===== src/wdr_pkg.sv =====
`default_nettype none
package wdr_pkg;
  // Register byte addresses.
  localparam logic [7:0] ADDR_HW_CONFIG = 8'h00;
  localparam logic [7:0] ADDR_POWER_MGMT = 8'h04;
  localparam logic [7:0] ADDR_PIN7_CONFIG = 8'h08;
  localparam logic [7:0] ADDR_IRQ_STATUS = 8'h0c;
  localparam logic [7:0] ADDR_WAKE_CONTROL = 8'h10;
  // Field positions of hardware_config_reg.
  localparam int HW_SOFT_RESET = 0;
  localparam int HW_LITE_RESET = 1;
  localparam int HW_DETACH_ENABLE = 2;
  localparam int HW_DETACH_STATUS = 3;
  localparam int HW_STICKY = 4;
  // Field positions of power_mgmt_control.
  localparam int PM_READY = 0;
  localparam int PM_WAKE_SRC_LO = 1;
  localparam int PM_SUSPEND_LO = 3;
  localparam int PM_LAN_WAKE = 5;
  localparam int PM_ENERGY_WAKE = 6;
  localparam int PM_PHY_DOWN = 7;
  // Field positions of the pin 7 configuration register.
  localparam int P7_LINK_UP_WAKE = 0;
  localparam int P7_WAKE_ENABLE = 1;
  localparam int P7_POLARITY = 2;
  localparam int P7_ENABLE_N = 3;
  localparam int P7_DIRECTION = 4;
  localparam int P7_BUFFER = 5;
  localparam int P7_DETACH_WAKE = 6;
  // Field positions of irq_status_reg.
  localparam int IRQ_PIN7 = 0;
  localparam int IRQ_PHY = 1;
  // Values after reset.
  localparam logic [6:0] PIN7_CONFIG_RESET = 7'h08;
  localparam logic [1:0] SUSPEND_RESET = 2'h0;
  localparam logic [1:0] LAN_ENABLES_RESET = 2'h0;
  // Timing.
  localparam int CLK_PERIOD_NS = 40;
  localparam int POR_TIME_NS = 22000000;
  localparam int POR_CYCLES = POR_TIME_NS / CLK_PERIOD_NS;
  localparam int SOFT_TIME_NS = 2000;
  localparam int SOFT_CYCLES = SOFT_TIME_NS / CLK_PERIOD_NS;
  localparam int LITE_CYCLES = 4;
  localparam int COUNT_WIDTH = 20;
  // Pin synchroniser lanes.
  localparam int SYNC_WIDTH = 4;
  localparam logic [3:0] SYNC_RESET = 4'he;

  typedef enum logic [3:0] {
    ST_UNPOWERED,
    ST_POR_HOLD,
    ST_EXT_HOLD,
    ST_SOFT_HOLD,
    ST_LITE_HOLD,
    ST_LOAD,
    ST_RUN,
    ST_DETACHED
  } wdr_state_type;

  typedef struct packed {
    logic [7:0]  addr;
    logic [31:0] writeData;
    logic        write;
    logic        read;
  } wdr_bus_req_type;

  typedef struct packed {
    logic externalResetN;
    logic tapResetN;
    logic busPowerDetect;
    logic pin7;
  } wdr_pins_type;
endpackage
`default_nettype wire


===== src/wdr_wake_detach_reset_control.sv =====
`default_nettype none
module wdr_wake_detach_reset_control #(
  parameter int PorCycles = wdr_pkg::POR_CYCLES
) (
  // Clock and reset.
  input  wire logic                     sys_clk,
  input  wire logic                     reset,
  // Register port.
  input  wire wdr_pkg::wdr_bus_req_type busReq,
  output var  logic [31:0]              readData,
  // Pins.
  input  wire wdr_pkg::wdr_pins_type    pins,
  // Core events.
  input  wire logic                     phyLinkUp,
  input  wire logic                     phyIrq,
  input  wire logic                     macGoodFrame,
  input  wire logic                     macWakeEvent,
  input  wire logic                     usbBusReset,
  input  wire logic                     usbSuspended,
  input  wire logic                     goodOutPacket,
  input  wire logic                     eepromDone,
  // Control outputs.
  output var  logic                     remoteWake,
  output var  logic                     usbAttach,
  output var  logic                     usbPllEnable,
  output var  logic                     suspendOnePower,
  output var  logic                     chipReset,
  output var  logic                     usbCoreReset,
  output var  logic                     tapReset,
  output var  logic                     eepromLoad,
  output var  logic                     eepromMacOnly,
  output var  logic                     phyPowerDown
);
  wdr_pkg::wdr_state_type state;
  wdr_pkg::wdr_state_type next_state;
  wdr_pkg::wdr_pins_type  syncPins;
  logic [wdr_pkg::COUNT_WIDTH-1:0] holdCount;
  logic        holdDone;
  logic        softPending;
  logic        liteRequest;
  logic        detachEnable;
  logic        detachStatus;
  logic        stickyBit;
  logic [1:0]  wakeSource;
  logic [1:0]  suspendSelect;
  logic        lanWakeEnable;
  logic        energyWakeEnable;
  logic [6:0]  pin7Config;
  logic        pin7Status;
  logic [1:0]  lanEnables;
  logic        pin7Source;
  logic        pin7SourceLast;
  logic        wakeCondition;
  logic        wakeLast;
  logic        regsClear;
  logic        hardClear;
  logic        wrHw;
  logic        wrPm;

  function automatic logic isWrite(input wdr_pkg::wdr_bus_req_type req, input logic [7:0] a);
    return req.write && (req.addr == a);
  endfunction

  wdr_pin_sync pinSync (
    .sys_clk (sys_clk),
    .reset   (reset),
    .pinIn   (pins),
    .pinOut  (syncPins)
  );

  assign holdDone = (holdCount == '0);
  assign wrHw = isWrite(busReq, wdr_pkg::ADDR_HW_CONFIG);
  assign wrPm = isWrite(busReq, wdr_pkg::ADDR_POWER_MGMT);
  assign hardClear = (state == wdr_pkg::ST_UNPOWERED) || (state == wdr_pkg::ST_POR_HOLD)
                     || (state == wdr_pkg::ST_EXT_HOLD);
  assign regsClear = hardClear || (state == wdr_pkg::ST_SOFT_HOLD)
                     || (state == wdr_pkg::ST_LITE_HOLD) || (state == wdr_pkg::ST_LOAD);

  always_comb begin
    if (pin7Config[wdr_pkg::P7_LINK_UP_WAKE] && pin7Config[wdr_pkg::P7_WAKE_ENABLE]) begin
      pin7Source = phyLinkUp;
    end else begin
      pin7Source = !pin7Config[wdr_pkg::P7_ENABLE_N] && !pin7Config[wdr_pkg::P7_DIRECTION]
                   && (syncPins.pin7 ^ pin7Config[wdr_pkg::P7_POLARITY]);
    end
  end

  always_comb begin
    next_state = state;
    if (state != wdr_pkg::ST_POR_HOLD && state != wdr_pkg::ST_UNPOWERED
        && !syncPins.busPowerDetect) begin
      next_state = wdr_pkg::ST_UNPOWERED;
    end else begin
      unique case (state)
        wdr_pkg::ST_UNPOWERED: begin
          if (syncPins.busPowerDetect) begin
            next_state = wdr_pkg::ST_LOAD;
          end
        end
        wdr_pkg::ST_POR_HOLD: begin
          if (holdDone) begin
            next_state = wdr_pkg::ST_LOAD;
          end
        end
        wdr_pkg::ST_EXT_HOLD: begin
          if (syncPins.externalResetN) begin
            next_state = wdr_pkg::ST_LOAD;
          end
        end
        wdr_pkg::ST_SOFT_HOLD: begin
          if (holdDone) begin
            next_state = wdr_pkg::ST_LOAD;
          end
        end
        wdr_pkg::ST_LITE_HOLD: begin
          if (holdDone) begin
            next_state = wdr_pkg::ST_RUN;
          end
        end
        wdr_pkg::ST_LOAD: begin
          if (!syncPins.externalResetN) begin
            next_state = wdr_pkg::ST_EXT_HOLD;
          end else if (eepromDone) begin
            next_state = wdr_pkg::ST_RUN;
          end
        end
        wdr_pkg::ST_RUN: begin
          if (!syncPins.externalResetN) begin
            next_state = wdr_pkg::ST_EXT_HOLD;
          end else if (usbBusReset) begin
            next_state = wdr_pkg::ST_LOAD;
          end else if (softPending && goodOutPacket) begin
            next_state = wdr_pkg::ST_SOFT_HOLD;
          end else if (liteRequest) begin
            next_state = wdr_pkg::ST_LITE_HOLD;
          end else if (detachEnable) begin
            next_state = wdr_pkg::ST_DETACHED;
          end
        end
        wdr_pkg::ST_DETACHED: begin
          if (!syncPins.externalResetN) begin
            next_state = wdr_pkg::ST_EXT_HOLD;
          end else if (phyLinkUp
                       || (pin7Config[wdr_pkg::P7_DETACH_WAKE] && pin7Source)) begin
            next_state = wdr_pkg::ST_RUN;
          end
        end
        default: next_state = wdr_pkg::ST_POR_HOLD;
      endcase
    end
  end

  always_ff @(posedge sys_clk or posedge reset) begin
    if (reset) begin
      state <= wdr_pkg::ST_POR_HOLD;
    end else begin
      state <= next_state;
    end
  end

  always_ff @(posedge sys_clk or posedge reset) begin
    if (reset) begin
      holdCount <= wdr_pkg::COUNT_WIDTH'(PorCycles - 1);
    end else if (next_state == wdr_pkg::ST_SOFT_HOLD && state != wdr_pkg::ST_SOFT_HOLD) begin
      holdCount <= wdr_pkg::COUNT_WIDTH'(wdr_pkg::SOFT_CYCLES - 1);
    end else if (next_state == wdr_pkg::ST_LITE_HOLD && state != wdr_pkg::ST_LITE_HOLD) begin
      holdCount <= wdr_pkg::COUNT_WIDTH'(wdr_pkg::LITE_CYCLES - 1);
    end else if (!holdDone) begin
      holdCount <= holdCount - 1'b1;
    end
  end

  always_ff @(posedge sys_clk or posedge reset) begin
    if (reset) begin
      softPending <= 1'b0;
    end else if (state == wdr_pkg::ST_SOFT_HOLD && holdDone) begin
      softPending <= 1'b0;
    end else if (hardClear) begin
      softPending <= 1'b0;
    end else if (wrHw && busReq.writeData[wdr_pkg::HW_SOFT_RESET]) begin
      softPending <= 1'b1;
    end
  end

  always_ff @(posedge sys_clk or posedge reset) begin
    if (reset) begin
      stickyBit <= 1'b0;
    end else if (hardClear) begin
      stickyBit <= 1'b0;
    end else if (wrHw && !regsClear) begin
      stickyBit <= busReq.writeData[wdr_pkg::HW_STICKY];
    end
  end

  always_ff @(posedge sys_clk or posedge reset) begin
    if (reset) begin
      liteRequest <= 1'b0;
    end else if (regsClear) begin
      liteRequest <= 1'b0;
    end else if (wrHw && busReq.writeData[wdr_pkg::HW_LITE_RESET]) begin
      liteRequest <= 1'b1;
    end
  end

  always_ff @(posedge sys_clk or posedge reset) begin
    if (reset) begin
      detachEnable <= 1'b0;
      detachStatus <= 1'b0;
    end else if (hardClear) begin
      detachEnable <= 1'b0;
      detachStatus <= 1'b0;
    end else if (state == wdr_pkg::ST_DETACHED && next_state == wdr_pkg::ST_RUN) begin
      detachEnable <= 1'b0;
      detachStatus <= 1'b1;
    end else if (wrHw && state == wdr_pkg::ST_RUN) begin
      detachEnable <= busReq.writeData[wdr_pkg::HW_DETACH_ENABLE];
      if (busReq.writeData[wdr_pkg::HW_DETACH_STATUS]) begin
        detachStatus <= 1'b0;
      end
    end
  end

  always_ff @(posedge sys_clk or posedge reset) begin
    if (reset) begin
      suspendSelect    <= wdr_pkg::SUSPEND_RESET;
      lanWakeEnable    <= 1'b0;
      energyWakeEnable <= 1'b0;
      pin7Config       <= wdr_pkg::PIN7_CONFIG_RESET;
      lanEnables       <= wdr_pkg::LAN_ENABLES_RESET;
    end else if (regsClear) begin
      suspendSelect    <= wdr_pkg::SUSPEND_RESET;
      lanWakeEnable    <= 1'b0;
      energyWakeEnable <= 1'b0;
      pin7Config       <= wdr_pkg::PIN7_CONFIG_RESET;
      lanEnables       <= wdr_pkg::LAN_ENABLES_RESET;
    end else begin
      if (wrPm) begin
        suspendSelect    <= busReq.writeData[wdr_pkg::PM_SUSPEND_LO +: 2];
        lanWakeEnable    <= busReq.writeData[wdr_pkg::PM_LAN_WAKE];
        energyWakeEnable <= busReq.writeData[wdr_pkg::PM_ENERGY_WAKE];
      end
      if (isWrite(busReq, wdr_pkg::ADDR_PIN7_CONFIG)) begin
        pin7Config <= busReq.writeData[6:0];
      end
      if (isWrite(busReq, wdr_pkg::ADDR_WAKE_CONTROL)) begin
        lanEnables <= busReq.writeData[1:0];
      end
    end
  end

  always_ff @(posedge sys_clk or posedge reset) begin
    if (reset) begin
      pin7SourceLast <= 1'b0;
      pin7Status     <= 1'b0;
    end else begin
      pin7SourceLast <= pin7Source;
      if (pin7Source && !pin7SourceLast) begin
        pin7Status <= 1'b1;
      end else if (regsClear) begin
        pin7Status <= 1'b0;
      end else if (isWrite(busReq, wdr_pkg::ADDR_IRQ_STATUS)
                   && busReq.writeData[wdr_pkg::IRQ_PIN7]) begin
        pin7Status <= 1'b0;
      end
    end
  end

  always_ff @(posedge sys_clk or posedge reset) begin
    if (reset) begin
      wakeSource <= 2'h0;
    end else begin
      for (int i = 0; i < 2; i++) begin
        if ((i == 1) ? (macWakeEvent || (macGoodFrame && lanEnables == '0))
                     : (phyIrq && energyWakeEnable)) begin
          wakeSource[i] <= 1'b1;
        end else if (regsClear) begin
          wakeSource[i] <= 1'b0;
        end else if (wrPm && busReq.writeData[wdr_pkg::PM_WAKE_SRC_LO + i]) begin
          wakeSource[i] <= 1'b0;
        end
      end
    end
  end

  always_comb begin
    wakeCondition = pin7Config[wdr_pkg::P7_WAKE_ENABLE] && pin7Status;
    if (wakeSource[1] && (lanWakeEnable || lanEnables == '0)) begin
      wakeCondition = 1'b1;
    end
    if (wakeSource[0] && energyWakeEnable) begin
      wakeCondition = 1'b1;
    end
  end

  always_ff @(posedge sys_clk or posedge reset) begin
    if (reset) begin
      wakeLast   <= 1'b0;
      remoteWake <= 1'b0;
    end else begin
      wakeLast   <= wakeCondition && usbSuspended;
      remoteWake <= wakeCondition && usbSuspended && !wakeLast;
    end
  end

  always_ff @(posedge sys_clk or posedge reset) begin
    if (reset) begin
      usbAttach       <= 1'b0;
      usbPllEnable    <= 1'b0;
      suspendOnePower <= 1'b0;
    end else begin
      usbAttach       <= (next_state == wdr_pkg::ST_RUN) || (next_state == wdr_pkg::ST_LOAD)
                         || (next_state == wdr_pkg::ST_LITE_HOLD);
      usbPllEnable    <= (next_state != wdr_pkg::ST_DETACHED)
                         && (next_state != wdr_pkg::ST_UNPOWERED);
      suspendOnePower <= (next_state == wdr_pkg::ST_DETACHED);
    end
  end

  always_ff @(posedge sys_clk or posedge reset) begin
    if (reset) begin
      chipReset    <= 1'b1;
      usbCoreReset <= 1'b1;
    end else begin
      chipReset    <= (next_state != wdr_pkg::ST_RUN) && (next_state != wdr_pkg::ST_LOAD)
                      && (next_state != wdr_pkg::ST_DETACHED);
      usbCoreReset <= (next_state == wdr_pkg::ST_UNPOWERED)
                      || (next_state == wdr_pkg::ST_POR_HOLD)
                      || (next_state == wdr_pkg::ST_EXT_HOLD)
                      || (next_state == wdr_pkg::ST_SOFT_HOLD);
    end
  end

  always_ff @(posedge sys_clk or posedge reset) begin
    if (reset) begin
      eepromLoad    <= 1'b0;
      eepromMacOnly <= 1'b0;
    end else begin
      eepromLoad <= (next_state == wdr_pkg::ST_LOAD) && (state != wdr_pkg::ST_LOAD);
      if (next_state == wdr_pkg::ST_LOAD && state != wdr_pkg::ST_LOAD) begin
        eepromMacOnly <= (state == wdr_pkg::ST_RUN);
      end
    end
  end

  always_ff @(posedge sys_clk or posedge reset) begin
    if (reset) begin
      phyPowerDown <= 1'b1;
    end else if (regsClear) begin
      phyPowerDown <= 1'b1;
    end else if (wrPm) begin
      phyPowerDown <= busReq.writeData[wdr_pkg::PM_PHY_DOWN];
    end
  end

  always_ff @(posedge sys_clk or posedge reset) begin
    if (reset) begin
      tapReset <= 1'b0;
    end else begin
      tapReset <= !syncPins.tapResetN;
    end
  end

  always_ff @(posedge sys_clk or posedge reset) begin
    if (reset) begin
      readData <= 32'h0000_0000;
    end else begin
      readData <= 32'h0000_0000;
      if (busReq.read) begin
        unique case (busReq.addr)
          wdr_pkg::ADDR_HW_CONFIG:
            readData[4:0] <= {stickyBit, detachStatus, detachEnable, liteRequest, softPending};
          wdr_pkg::ADDR_POWER_MGMT:
            readData[7:0] <= {phyPowerDown, energyWakeEnable, lanWakeEnable, suspendSelect,
                              wakeSource, state == wdr_pkg::ST_RUN};
          wdr_pkg::ADDR_PIN7_CONFIG:  readData[6:0] <= pin7Config;
          wdr_pkg::ADDR_IRQ_STATUS:   readData[1:0] <= {phyIrq, pin7Status};
          wdr_pkg::ADDR_WAKE_CONTROL: readData[1:0] <= lanEnables;
          default:                    readData <= 32'h0000_0000;
        endcase
      end
    end
  end
endmodule
`default_nettype wire


===== src/wdr_pin_sync.sv =====
`default_nettype none
// Three-stage synchroniser; a change is taken once stages two and three agree.
module wdr_pin_sync (
  // Clock and reset.
  input  wire logic                         sys_clk,
  input  wire logic                         reset,
  // Pins and their synchronised levels.
  input  wire logic [wdr_pkg::SYNC_WIDTH-1:0] pinIn,
  output var  logic [wdr_pkg::SYNC_WIDTH-1:0] pinOut
);
  logic [wdr_pkg::SYNC_WIDTH-1:0] stage1;
  logic [wdr_pkg::SYNC_WIDTH-1:0] stage2;
  logic [wdr_pkg::SYNC_WIDTH-1:0] stage3;

  always_ff @(posedge sys_clk or posedge reset) begin
    if (reset) begin
      stage1 <= wdr_pkg::SYNC_RESET;
      stage2 <= wdr_pkg::SYNC_RESET;
      stage3 <= wdr_pkg::SYNC_RESET;
    end else begin
      stage1 <= pinIn;
      stage2 <= stage1;
      stage3 <= stage2;
    end
  end

  always_ff @(posedge sys_clk or posedge reset) begin
    if (reset) begin
      pinOut <= wdr_pkg::SYNC_RESET;
    end else begin
      for (int i = 0; i < wdr_pkg::SYNC_WIDTH; i++) begin
        if (stage2[i] == stage3[i]) begin
          pinOut[i] <= stage3[i];
        end
      end
    end
  end
endmodule
`default_nettype wire


===== config.mk =====
export PLATFORM = sky130hd
export DESIGN_NAME = wdr_wake_detach_reset_control
export DESIGN_NICKNAME = d
export VERILOG_FILES = /design/src/wdr_pkg.sv /design/src/wdr_wake_detach_reset_control.sv /design/src/wdr_pin_sync.sv
export SDC_FILE = /design/constraint.sdc
export NUM_CORES = 1
export LEC_CHECK = 0
export CAP_MARGIN = 10
export CORE_ASPECT_RATIO = 1.5
export CORE_UTILIZATION = 55
export DETAILED_ROUTE_END_ITERATION = 7
export DONT_BUFFER_PORTS = 1
export GPL_TIMING_DRIVEN = 0
export PLACE_DENSITY = 0.73
export RECOVER_POWER = 100
export SLEW_MARGIN = 10
export SYNTH_ARGS = -nofsm -noshare
export SYNTH_HDL_FRONTEND = slang
export SYNTH_HIERARCHICAL = 1
export SYNTH_SLANG_ARGS = --single-unit

===== constraint.sdc =====
create_clock -name sys_clk -period 2.8 [get_ports sys_clk]
set_input_delay 0.14 -clock sys_clk [delete_from_list [all_inputs] [get_ports sys_clk]]
set_output_delay 0.14 -clock sys_clk [all_outputs]
set_load 0.005 [all_outputs]

==> metrics.txt, run 1 <==
status=finished, final reports clean; number of buffers and inverters on the critical path=1; H-tree Lvls=3; total placed instance area=4190 sq um; fillcell total=537; via count of the first global-routing pass=2977; register area share after synthesis=0.515; worst max-slew margin expressed relative to the limit=0.116; remaining global-route overflow=0; count of cell instances traversed by the critical path=7; post-route clock period utilization=0.979; share of cells above drive strength 1=0.232; die area=7620 sq um; latest clock arrival within the worst-skew pair=0.36 ns; GR Util All Layers=0.244; required time at the worst-slack endpoint=3.04 ns; setup skew after layout=0.0108 ns; min-delay worst type=in2reg; number of setup violations in the final report=0; Bufs on Longest Clock Path=2; setup slack of the most critical reg-to-reg path=0.06 ns; combinational family with the most area after synthesis=simple AND/OR/NAND/NOR gates; # DRC=0; Worst Setup EP=holdCount[17]$_DFFE_PP0P_; startpoint type of the worst setup path=register; final net count=492; total wire length=8.63 mm; via density per instance=5.62; number of warning messages in the yosys log=6; number of enable flip-flop cells after synthesis=0; cell area after layout=4720 sq um; areal power density over the cells=702 nW/um^2; cells along the critical path=or4_4 -> or4b_4 -> nor4_4 -> o21ai_4 -> nor3b_4 -> buf_6 -> nor3_1; worst hold margin=0.0333 ns; maximum vdd drop=0.545 mV; DP Wirelength=5.90 mm; antenna violations before repair=0; fraction of the mapped netlist area in compound gates=0.0992; timing-limited maximum frequency=0.365 GHz; pin count of the biggest net entering global routing=66; CTS tree=done; post-synthesis share of cell area spent on and, or, nand and nor gates=0.197; setup ws final=0.0581 ns; placed cell count=476; multiplexer area fraction after synthesis=0.0594; Clock Root Buffer=sky130_fd_sc_hd__clkbuf_8; dpl ws=-0.131 ns; Mapped Avg Cell Area=10.7 sq um; first-pass GRT wire length=14.1 mm; starting utilization of the core area=0.576; xor-xnor portion of the synthesized cell area=0.0394; slew at the pin with the worst max-slew slack=1.33 ns; Vert. Die Dim=106 microns; Placeable Area=6940 sq um; sort of element at the end of the critical path=register; post-synthesis share of cell area spent on full adders, half adders and majority gates=0.0175; clock period minus final worst setup slack=2.74 ns; Worst R2R Path Depth=7; drt wl/cell=16.7 microns; clock transition at the registers of the reported paths=0.08 ns; Mapped Area=4000 sq um; number of vias in the routed layout=2904; number of routed nets with antenna violations=0; post-synthesis register bit count=81; die outline width=71.6 microns; area added between synthesis and finish=17.9%; reg-to-reg critical path startpoint=holdCount[15]$_DFFE_PP0P_; max-capacitance violation count=0; terminus of the critical flop-to-flop path=holdCount[17]$_DFFE_PP0P_; Design Power=0.00331 W; First-pass DRT Iterations=4; Distinct cells, synth=60; Critical Path Max Stage Delay=0.61 ns; number of buffers created by CTS=9; last weighted congestion value of the routability-driven placer=0.914; family with the most delay on the worst path=simple AND/OR/NAND/NOR gates; count of standard-cell rows=37; cell type of the slowest stage on the worst timing path=sky130_fd_sc_hd__or4b_4; final number of max-transition violations=0; I/O pin count=98; Finished Layout Cells=517; number of antenna cells inserted=0; ys flop type=sky130_fd_sc_hd__dfrtp_1; Worst Path Max Fanout=10; number of buffers inserted by port buffering=0; number of hold violations in the final report=0; Worst Path Arrival=2.99 ns; drt first-iter violations=165; unrepaired setup endpoints after global routing=true; async set-or-reset flop fraction in the synthesized netlist=1.00; Synth Instances=374; worst setup path startpoint=holdCount[15]$_DFFE_PP0P_; Leak Pwr=2.14 nW; startpoint-to-endpoint class of the critical path=reg2reg; CTS sink cnt=81
[flip-flops by register name (all words and copies together), names as in the netlist, 2 cells and up]
| name | flops |
|---|---|
| pinSync/stage1 | 4 |
| pinSync/stage2 | 4 |
| holdCount | 20 |
| pinSync/pinOut | 4 |
| lanEnables | 2 |
| wakeSource | 2 |
| pin7Config | 7 |
| pinSync/stage3 | 4 |
| readData | 8 |
| state | 4 |
| suspendSelect | 2 |
[Yosys cell counts, drive strengths merged, types with 4 or more instances]
| library cell | n | area share |
|---|---|---|
| nand3 | 7 | 0.0088 |
| or4 | 5 | 0.010 |
| clkbuf | 9 | 0.0084 |
| nor2 | 39 | 0.037 |
| nand2b | 5 | 0.0078 |
| o21ai | 4 | 0.0059 |
| inv | 10 | 0.0094 |
| dfstp | 27 | 0.18 |
| nand3b | 4 | 0.0075 |
| nor4 | 4 | 0.0078 |
| xor2 | 8 | 0.018 |
| a21oi | 19 | 0.024 |
| dfrtp | 54 | 0.34 |
| buf | 27 | 0.052 |
| or3 | 7 | 0.011 |
| nor3 | 29 | 0.044 |
| xnor2 | 10 | 0.022 |
| nand2 | 23 | 0.022 |
| a22oi | 5 | 0.0094 |
| nor2b | 5 | 0.0078 |
| nand4 | 4 | 0.0063 |
| mux2i | 17 | 0.043 |
| maj3 | 4 | 0.011 |
[per-stage QoR]
step | setup TNS [ns] | util
after floorplan | 0 | -
after global placement | -0.741 | 0.603
after detailed placement | -1.28 | 0.603
after CTS | 0 | 0.669
after global routing | -0.247 | 0.679
final | 0 | 0.679
[layer usage]
layer	wire length [microns]	vias to the layer above	GRT usage
met3	312	24	0.0588
met4	244	0	0.123
met1	3180	1418	0.261
li1	-	1393	-
met5	0	-	0
met2	4890	69	0.437
[area by class of cell]
type / count / area (sq um) / share of cell area
tap: 78 / 97.6 / 0.0207
buffer: 35 / 236 / 0.0501
timing repair buffer: 26 / 243 / 0.0515
clock inverter: 1 / 5.00 / 0.00106
inverter: 11 / 43.8 / 0.00929
sequential: 81 / 2060 / 0.437
multi-input combinational: 270 / 1830 / 0.388
clock buffer: 15 / 198 / 0.0419
[cell families after synthesis]
group	count (synthesis)
AO/OA/AOI/OAI	56
XOR/XNOR	18
adder cells (fa/ha/maj)	6
buffers and inverters	47
flip-flops	81
multiplexers	21
other	1
AND/OR/NAND/NOR	144
[cell usage in the layout, fill, tap and decap left out, types with 4 or more instances in the layout]
master / netlist / final
sky130_fd_sc_hd__a21oi_1: 19 / 18
sky130_fd_sc_hd__dfstp_1: 0 / 6
sky130_fd_sc_hd__dlygate4sd3_1: 0 / 19
sky130_fd_sc_hd__inv_1: 10 / 9
sky130_fd_sc_hd__a22oi_1: 5 / 5
sky130_fd_sc_hd__nand3_1: 7 / 7
sky130_fd_sc_hd__nor2b_1: 5 / 5
sky130_fd_sc_hd__mux2i_1: 17 / 17
sky130_fd_sc_hd__nor2_1: 39 / 39
sky130_fd_sc_hd__nor3_1: 24 / 23
sky130_fd_sc_hd__xor2_1: 8 / 8
sky130_fd_sc_hd__nor3_2: 4 / 4
sky130_fd_sc_hd__buf_4: 24 / 31
sky130_fd_sc_hd__dfstp_2: 27 / 21
sky130_fd_sc_hd__nand4_1: 4 / 4
sky130_fd_sc_hd__conb_1: 1 / 25
sky130_fd_sc_hd__clkbuf_8: 0 / 12
sky130_fd_sc_hd__xnor2_1: 10 / 10
sky130_fd_sc_hd__nand3b_1: 4 / 4
sky130_fd_sc_hd__clkbuf_1: 9 / 10
sky130_fd_sc_hd__or3_1: 7 / 6
sky130_fd_sc_hd__dfrtp_1: 54 / 54
sky130_fd_sc_hd__nand2_1: 23 / 23
sky130_fd_sc_hd__nand2b_1: 5 / 5
[worst min path at each step]
stage	start	endpoint	depth (start not counted)
floorplan	reset	pinSync/pinOut[0]$_DFFE_PP0N_	1
global placement	reset	pinSync/stage1[0]$_DFF_PP0_	1
detailed placement	reset	pinSync/stage1[0]$_DFF_PP0_	1
CTS	busReq[4]	wakeSource[1]$_DFFE_PP0P_	3
global route	busReq[3]	wakeSource[0]$_DFFE_PP0P_	2
finish	busReq[4]	wakeSource[1]$_DFFE_PP0P_	3
[power by group]
group	leakage, nW	switching [W]	internal, W	total, W
combinational	1.03	0.000531	0.000406	0.000938
clock	0.105	0.000395	0.000449	0.000843
sequential	1.00	0.000142	0.00139	0.00153
total	2.14	0.00107	0.00224	0.00331
[worst min-delay path: cells and delay by family]
family	cells	cell delay [ns]
AOI/OAI and AO/OA	1	0.10
buffers and inverters	1	0.05
and+or+nand+nor	1	0.07
[repair_timing]
| item | 4_1_cts | 5_1_grt |
|---|---|---|
| gates cloned | 0 | 0 |
| hold endpoints to repair | 82 | 0 |
| endpoints found under the setup margin | 12 | 24 |
| resized for setup | 5 | 11 |
| pin swaps | 2 | 2 |
| hold buffers | 19 | 0 |
| setup buffers | 5 | 2 |
Power figures use the tool's default switching activity.
==> inputs of run 2 (changes only) <==
--- a/config.mk
+++ b/config.mk
@@ -11,6 +11,7 @@
 export DETAILED_ROUTE_END_ITERATION = 7
 export DONT_BUFFER_PORTS = 1
 export GPL_TIMING_DRIVEN = 0
+export HOLD_SLACK_MARGIN = 0.06
 export PLACE_DENSITY = 0.73
 export RECOVER_POWER = 100
 export SLEW_MARGIN = 10
==> metrics.txt, run 2 (synthesis results as in run 1) <==
Bufs on Longest Clock Path=2 (unchanged); share of cells above drive strength 1=0.230 (-0.00210); dpl ws=-0.131 ns (unchanged); maximum vdd drop=0.544 mV (-0.19%); drt first-iter violations=155 (-6.1%); remaining global-route overflow=0 (unchanged); Vert. Die Dim=106 microns (unchanged); count of cell instances traversed by the critical path=7 (unchanged); drt wl/cell=16.8 microns (+0.50%); timing-limited maximum frequency=0.364 GHz (-0.14%); required time at the worst-slack endpoint=3.04 ns (about the same); startpoint type of the worst setup path=register; top flop regs=holdCount (20), readData (8), pin7Config (7); Placeable Area=6940 sq um (unchanged); # DRC=0 (unchanged); DP Wirelength=5.90 mm (unchanged); cell type of the slowest stage on the worst timing path=sky130_fd_sc_hd__or4b_4; Leak Pwr=2.15 nW (+0.56%); family with the most delay on the worst path=simple AND/OR/NAND/NOR gates; startpoint-to-endpoint class of the critical path=reg2reg; pin count of the biggest net entering global routing=66 (unchanged); total wire length=8.74 mm (+1.3%); Worst Path Max Fanout=10 (unchanged); via density per instance=5.62 (about the same); most frequent standard cell in the layout excluding fill and tap cells=sky130_fd_sc_hd__dfrtp_1; number of setup violations in the final report=0 (unchanged); die area=7620 sq um (unchanged); largest reg by FF count=holdCount; Finished Layout Cells=521 (+0.77%); starting utilization of the core area=0.576 (unchanged); instance count along the most critical hold path=3 (unchanged); sort of element at the end of the critical path=register; number of hold violations in the final report=0 (unchanged); final net count=496 (+0.81%); setup skew after layout=0.00994 ns (-0.000870 ns); first-pass GRT wire length=14.1 mm (+0.25%); number of buffers created by CTS=9 (unchanged); H-tree Lvls=3 (unchanged); terminus of the critical flop-to-flop path=holdCount[17]$_DFFE_PP0P_; cells along the critical path=or4_4 -> or4b_4 -> nor4_4 -> o21ai_4 -> nor3b_4 -> buf_6 -> nor3_1; number of buffers and inverters on the critical path=1 (unchanged); via count of the first global-routing pass=3023 (+1.5%); commonest cells after routing, fill and taps aside=sky130_fd_sc_hd__dfrtp_1 (54), sky130_fd_sc_hd__nor2_1 (39), sky130_fd_sc_hd__buf_4 (31); reg-to-reg critical path startpoint=holdCount[15]$_DFFE_PP0P_; Critical Path Max Stage Delay=0.61 ns (about the same); antenna violations before repair=0 (unchanged); post-route clock period utilization=0.981 (+0.00136); First-pass DRT Iterations=4 (unchanged); area added between synthesis and finish=18.9%; number of antenna cells inserted=0 (unchanged); max-capacitance violation count=0 (unchanged); worst hold path endpoint=readData[1]$_DFF_PP0_; slew at the pin with the worst max-slew slack=1.32 ns (-0.00189 ns); die outline width=71.6 microns (unchanged); number of routed nets with antenna violations=0 (unchanged); GR Util All Layers=0.245 (+0.00131); unrepaired setup endpoints after global routing=true; final number of max-transition violations=0 (unchanged); Worst R2R Path Depth=7 (unchanged); number of vias in the routed layout=2926 (+0.76%); clock period minus final worst setup slack=2.75 ns (+0.00381 ns); Clock Root Buffer=sky130_fd_sc_hd__clkbuf_8; Worst Path Arrival=2.99 ns (about the same); number of buffers inserted by port buffering=0 (unchanged); flip-flop count of the largest register, all copies and words added=20 (unchanged); CTS sink cnt=81 (unchanged); CTS tree=done; areal power density over the cells=696 nW/um^2 (-0.79%); min-delay worst type=in2reg; status=finished, final reports clean; latest clock arrival within the worst-skew pair=0.36 ns (about the same); last weighted congestion value of the routability-driven placer=0.914 (unchanged); placed cell count=476 (unchanged); I/O pin count=98 (unchanged); worst max-slew margin expressed relative to the limit=0.116 (about the same); setup ws final=0.0543 ns (-0.00381 ns); setup slack of the most critical reg-to-reg path=0.05 ns (about the same); startpoint of the lowest-slack hold path=busReq[40]; count of standard-cell rows=37 (unchanged); clock transition at the registers of the reported paths=0.08 ns (about the same)
-- run 2: changes by cell type in the layout (fill, tap and decap cells not counted) --
cell	before	now
sky130_fd_sc_hd__dlygate4sd3_1	19	23
-- run 2: area by class of cell --
cell class                 instances  area (sq um)
multi-input combinational        270          1830
sequential                        81          2060
tap                               78          97.6
clock inverter                     1          5.00
inverter                          11          43.8
timing repair buffer              30           283
clock buffer                      15           198
fill                             533          2190
buffer                            35           236
-- run 2: worst max-delay path by stage --
stage,start,end
6_report,holdCount[15]$_DFFE_PP0P_,holdCount[17]$_DFFE_PP0P_
5_1_grt,holdCount[15]$_DFFE_PP0P_,eepromMacOnly$_DFFE_PP0P_
4_1_cts,holdCount[15]$_DFFE_PP0P_,eepromMacOnly$_DFFE_PP0P_
3_5_place_dp,holdCount[15]$_DFFE_PP0P_,holdCount[18]$_DFFE_PP0P_
3_3_place_gp,state[1]$_DFF_PP0_,holdCount[16]$_DFFE_PP0P_
2_1_floorplan,holdCount[15]$_DFFE_PP0P_,holdCount[17]$_DFFE_PP0P_
-- run 2: power by group --
part / total (W) / internal, W / switching [W]
clock: 0.000842 / 0.000449 / 0.000393
sequential: 0.00153 / 0.00139 / 0.000143
combinational: 0.000940 / 0.000407 / 0.000533
total: 0.00331 / 0.00224 / 0.00107
-- run 2: metrics by stage --
step           TNS (ns)  power, W  instance area [sq um]  hold slack (ns)  utilization
2_1_floorplan         0   0.00219                   4090           0.0452            -
3_3_place_gp     -0.741   0.00234                   4190           0.0954        0.603
5_1_grt          -0.247   0.00350                   4760            0.134        0.685
3_5_place_dp      -1.28   0.00236                   4190            0.107        0.603
6_report              0   0.00331                   4760            0.110        0.685
4_1_cts               0   0.00327                   4680           0.0888        0.674
-- run 2: per-layer routing --
layer / vias up / GRT usage / wire length [microns]
li1: 1397 / - / -
met1: 1418 / 0.257 / 3220
met2: 79 / 0.440 / 4900
met3: 32 / 0.0588 / 301
met4: 0 / 0.133 / 318
met5: - / 0 / 0
-- run 2: worst reg2reg max path, cell delays in order, from the launching register on --
cell and delay [ns]:
sky130_fd_sc_hd__dfrtp_1 0.41, sky130_fd_sc_hd__or4_4 0.57, sky130_fd_sc_hd__or4b_4 0.61, sky130_fd_sc_hd__nor4_4 0.34
sky130_fd_sc_hd__o21ai_4 0.15, sky130_fd_sc_hd__nor3b_4 0.31, sky130_fd_sc_hd__buf_6 0.20, sky130_fd_sc_hd__nor3_1 0.06
-- run 2: what timing repair did --
item                                   in CTS  in global routing
setup endpoints to repair                  12                 24
endpoints found under the hold margin      89                  0
setup buffers                               5                  2
gates resized for setup                     5                 11
hold buffers                               23                  0
pin swaps                                   2                  2
==> inputs of run 3 (changes only) <==
--- a/config.mk
+++ b/config.mk
@@ -14,6 +14,7 @@
 export HOLD_SLACK_MARGIN = 0.06
 export PLACE_DENSITY = 0.73
 export RECOVER_POWER = 100
+export SETUP_SLACK_MARGIN = 0.5
 export SLEW_MARGIN = 10
 export SYNTH_ARGS = -nofsm -noshare
 export SYNTH_HDL_FRONTEND = slang
==> metrics.txt, run 3 (synthesis results as in run 1) <==
area added between synthesis and finish=25.7%; required time at the worst-slack endpoint=3.11 ns (+0.07 ns); DP Wirelength=6.10 mm (+3.3%); H-tree Lvls=3 (unchanged); CTS sink cnt=81 (unchanged); Clock Root Buffer=sky130_fd_sc_hd__clkbuf_8; number of hold violations in the final report=0 (unchanged); count of standard-cell rows=37 (unchanged); Design Power=0.00348 W (+5.2%); setup ws final=0.106 ns (+0.0518 ns); Placeable Area=6940 sq um (unchanged); share of cells above drive strength 1=0.288 (+0.0576); maximum vdd drop=0.436 mV (-20%); final cell utilization of the core=0.724 (+0.0391); areal power density over the cells=693 nW/um^2 (-0.46%); slew at the pin with the worst max-slew slack=1.35 ns (+0.0278 ns); switching component of the power=0.00118 W (+10%); number of setup violations in the final report=0 (unchanged); cell area after layout=5030 sq um (+5.7%); post-route clock period utilization=0.962 (-0.0185); worst max-slew margin expressed relative to the limit=0.0984 (-0.0172); drt wl/cell=17.7 microns (+5.7%); fillcell total=500 (-6.2%); timing-limited maximum frequency=0.371 GHz (+1.9%); die outline width=71.6 microns (unchanged); dpl ws=-0.0834 ns (+0.0479 ns); # DRC=0 (unchanged); Worst Path Arrival=3.00 ns (about the same); Switching Share=0.338 (+0.0153); aggregate negative setup slack=0 ns (unchanged); die area=7620 sq um (unchanged); clock transition at the registers of the reported paths=0.08 ns (about the same); min-delay worst type=in2reg; Bufs on Longest Clock Path=2 (unchanged); clock network power share=0.227 (-0.027); instance count along the most critical hold path=3 (unchanged); starting utilization of the core area=0.576 (unchanged); final net count=522 (+5.2%); pin count of the biggest net entering global routing=66 (unchanged); latest clock arrival within the worst-skew pair=0.36 ns (about the same); number of buffers created by CTS=9 (unchanged); status=finished, final reports clean; Leak Pwr=2.27 nW (+5.3%); setup skew after layout=0.00949 ns (-0.000450 ns); first-pass GRT wire length=15.7 mm (+11%); total placed instance area=4250 sq um (+1.5%); First-pass DRT Iterations=4 (unchanged); via count of the first global-routing pass=3221 (+6.5%); clock period minus final worst setup slack=2.69 ns (-0.0518 ns); Worst Path Max Fanout=6 (-4); antenna violations before repair=0 (unchanged); Vert. Die Dim=106 microns (unchanged); most frequent standard cell in the layout excluding fill and tap cells=sky130_fd_sc_hd__dfrtp_1; drt first-iter violations=117 (-25%); Worst R2R Path Depth=8 (+1); Multi-input gate area=1910 sq um (+4.2%); remaining global-route overflow=0 (unchanged); sequential group share of total power=0.438 (-0.024); sort of element at the end of the critical path=register; Int Power=0.00231 W (+2.8%); I/O pin count=98 (unchanged); via density per instance=5.73 (+2.0%); max-capacitance violation count=0 (unchanged); startpoint type of the worst setup path=register; startpoint-to-endpoint class of the critical path=reg2reg; last weighted congestion value of the routability-driven placer=0.884 (-3.3%); number of routed nets with antenna violations=0 (unchanged); combinational fraction of design power=0.335 (+0.051); number of buffers inserted by port buffering=0 (unchanged); number of antenna cells inserted=0 (unchanged); GR Util All Layers=0.274 (+0.0296); top flop regs=holdCount (20), readData (8), pin7Config (7); flip-flop count of the largest register, all copies and words added=20 (unchanged); CTS tree=done; total wire length=9.70 mm (+11%); final number of max-transition violations=0 (unchanged); number of vias in the routed layout=3133 (+7.1%); Register Area=2060 sq um (about the same); commonest cells after routing, fill and taps aside=sky130_fd_sc_hd__dfrtp_1 (53), sky130_fd_sc_hd__buf_4 (40), sky130_fd_sc_hd__nor2_1 (38); unrepaired setup endpoints after global routing=true; largest reg by FF count=holdCount
-- run 3: cell types whose count changed in the layout (fill, tap and decap cells not counted), moves of 2 or more --
cell                         change
sky130_fd_sc_hd__a21oi_2         +2
sky130_fd_sc_hd__clkbuf_1        +2
sky130_fd_sc_hd__clkinvlp_4      +2
sky130_fd_sc_hd__buf_4           +9
sky130_fd_sc_hd__nor3_1          -2
sky130_fd_sc_hd__clkbuf_4        +3
sky130_fd_sc_hd__nor3_2          +3
sky130_fd_sc_hd__buf_6           +6
sky130_fd_sc_hd__clkinv_2        +2
-- run 3: power by group through the flow --
stage	registers [W]	logic (W)	clock network [W]
2_1_floorplan	0.00151	0.000748	0
3_3_place_gp	0.00154	0.000858	0
3_5_place_dp	0.00155	0.000884	0
4_1_cts	0.00152	0.00110	0.000804
5_1_grt	0.00155	0.00127	0.000856
6_report	0.00153	0.00117	0.000792
-- run 3: per-layer routing --
metal,track usage,routed length [microns]
met1,0.298,3570
met2,0.466,5290
met5,0,0
met4,0.169,393
met3,0.0758,454
-- run 3: final timing paths --
path	to	slack (ns)	from
max	holdCount[0]$_DFFE_PP1P_	0.11	holdCount[16]$_DFFE_PP0P_
min	wakeSource[1]$_DFFE_PP0P_	0.08	busReq[4]
max reg2reg	holdCount[0]$_DFFE_PP1P_	0.11	holdCount[16]$_DFFE_PP0P_
min reg2reg	pinSync/stage2[0]$_DFF_PP0_	0.35	pinSync/stage1[0]$_DFF_PP0_
max in group asynchronous	holdCount[8]$_DFFE_PP0P_	1.25	reset
min in group asynchronous	pinSync/stage1[0]$_DFF_PP0_	0.31	reset
-- run 3: area by class of cell --
type | instances | area share
clock inverter | 5 | 0.00597
inverter | 11 | 0.00921
sequential | 81 | 0.410
tap | 78 | 0.0194
clock buffer | 11 | 0.0301
multi-input combinational | 271 | 0.380
buffer | 36 | 0.0495
timing repair buffer | 54 | 0.0961
-- run 3: worst max-delay path: stages, from the launching register on --
cell and delay, ns:
sky130_fd_sc_hd__dfrtp_1 0.39, sky130_fd_sc_hd__or4_4 0.52, sky130_fd_sc_hd__or4b_4 0.57, sky130_fd_sc_hd__buf_2 0.19, sky130_fd_sc_hd__nor4_4 0.17, sky130_fd_sc_hd__a21oi_2 0.13
sky130_fd_sc_hd__clkbuf_1 0.17, sky130_fd_sc_hd__nor3_2 0.32, sky130_fd_sc_hd__or3_1 0.18
-- run 3: what timing repair did --
action / CTS / global route
hold buffers: 22 / 0
cloned: 1 / 2
setup endpoints to repair: 28 / 31
gates resized for setup: 15 / 20
buffers inserted: 23 / 7
pin swaps: 13 / 6
endpoints found under the hold margin: 89 / 0
-- run 3: through the flow --
step	hold WS, ns	instances
final	0.0843	547
after global routing	0.0952	547
after CTS	0.0601	538
after detailed placement	0.110	476
after global placement	0.0994	476
after floorplan	0.0452	398
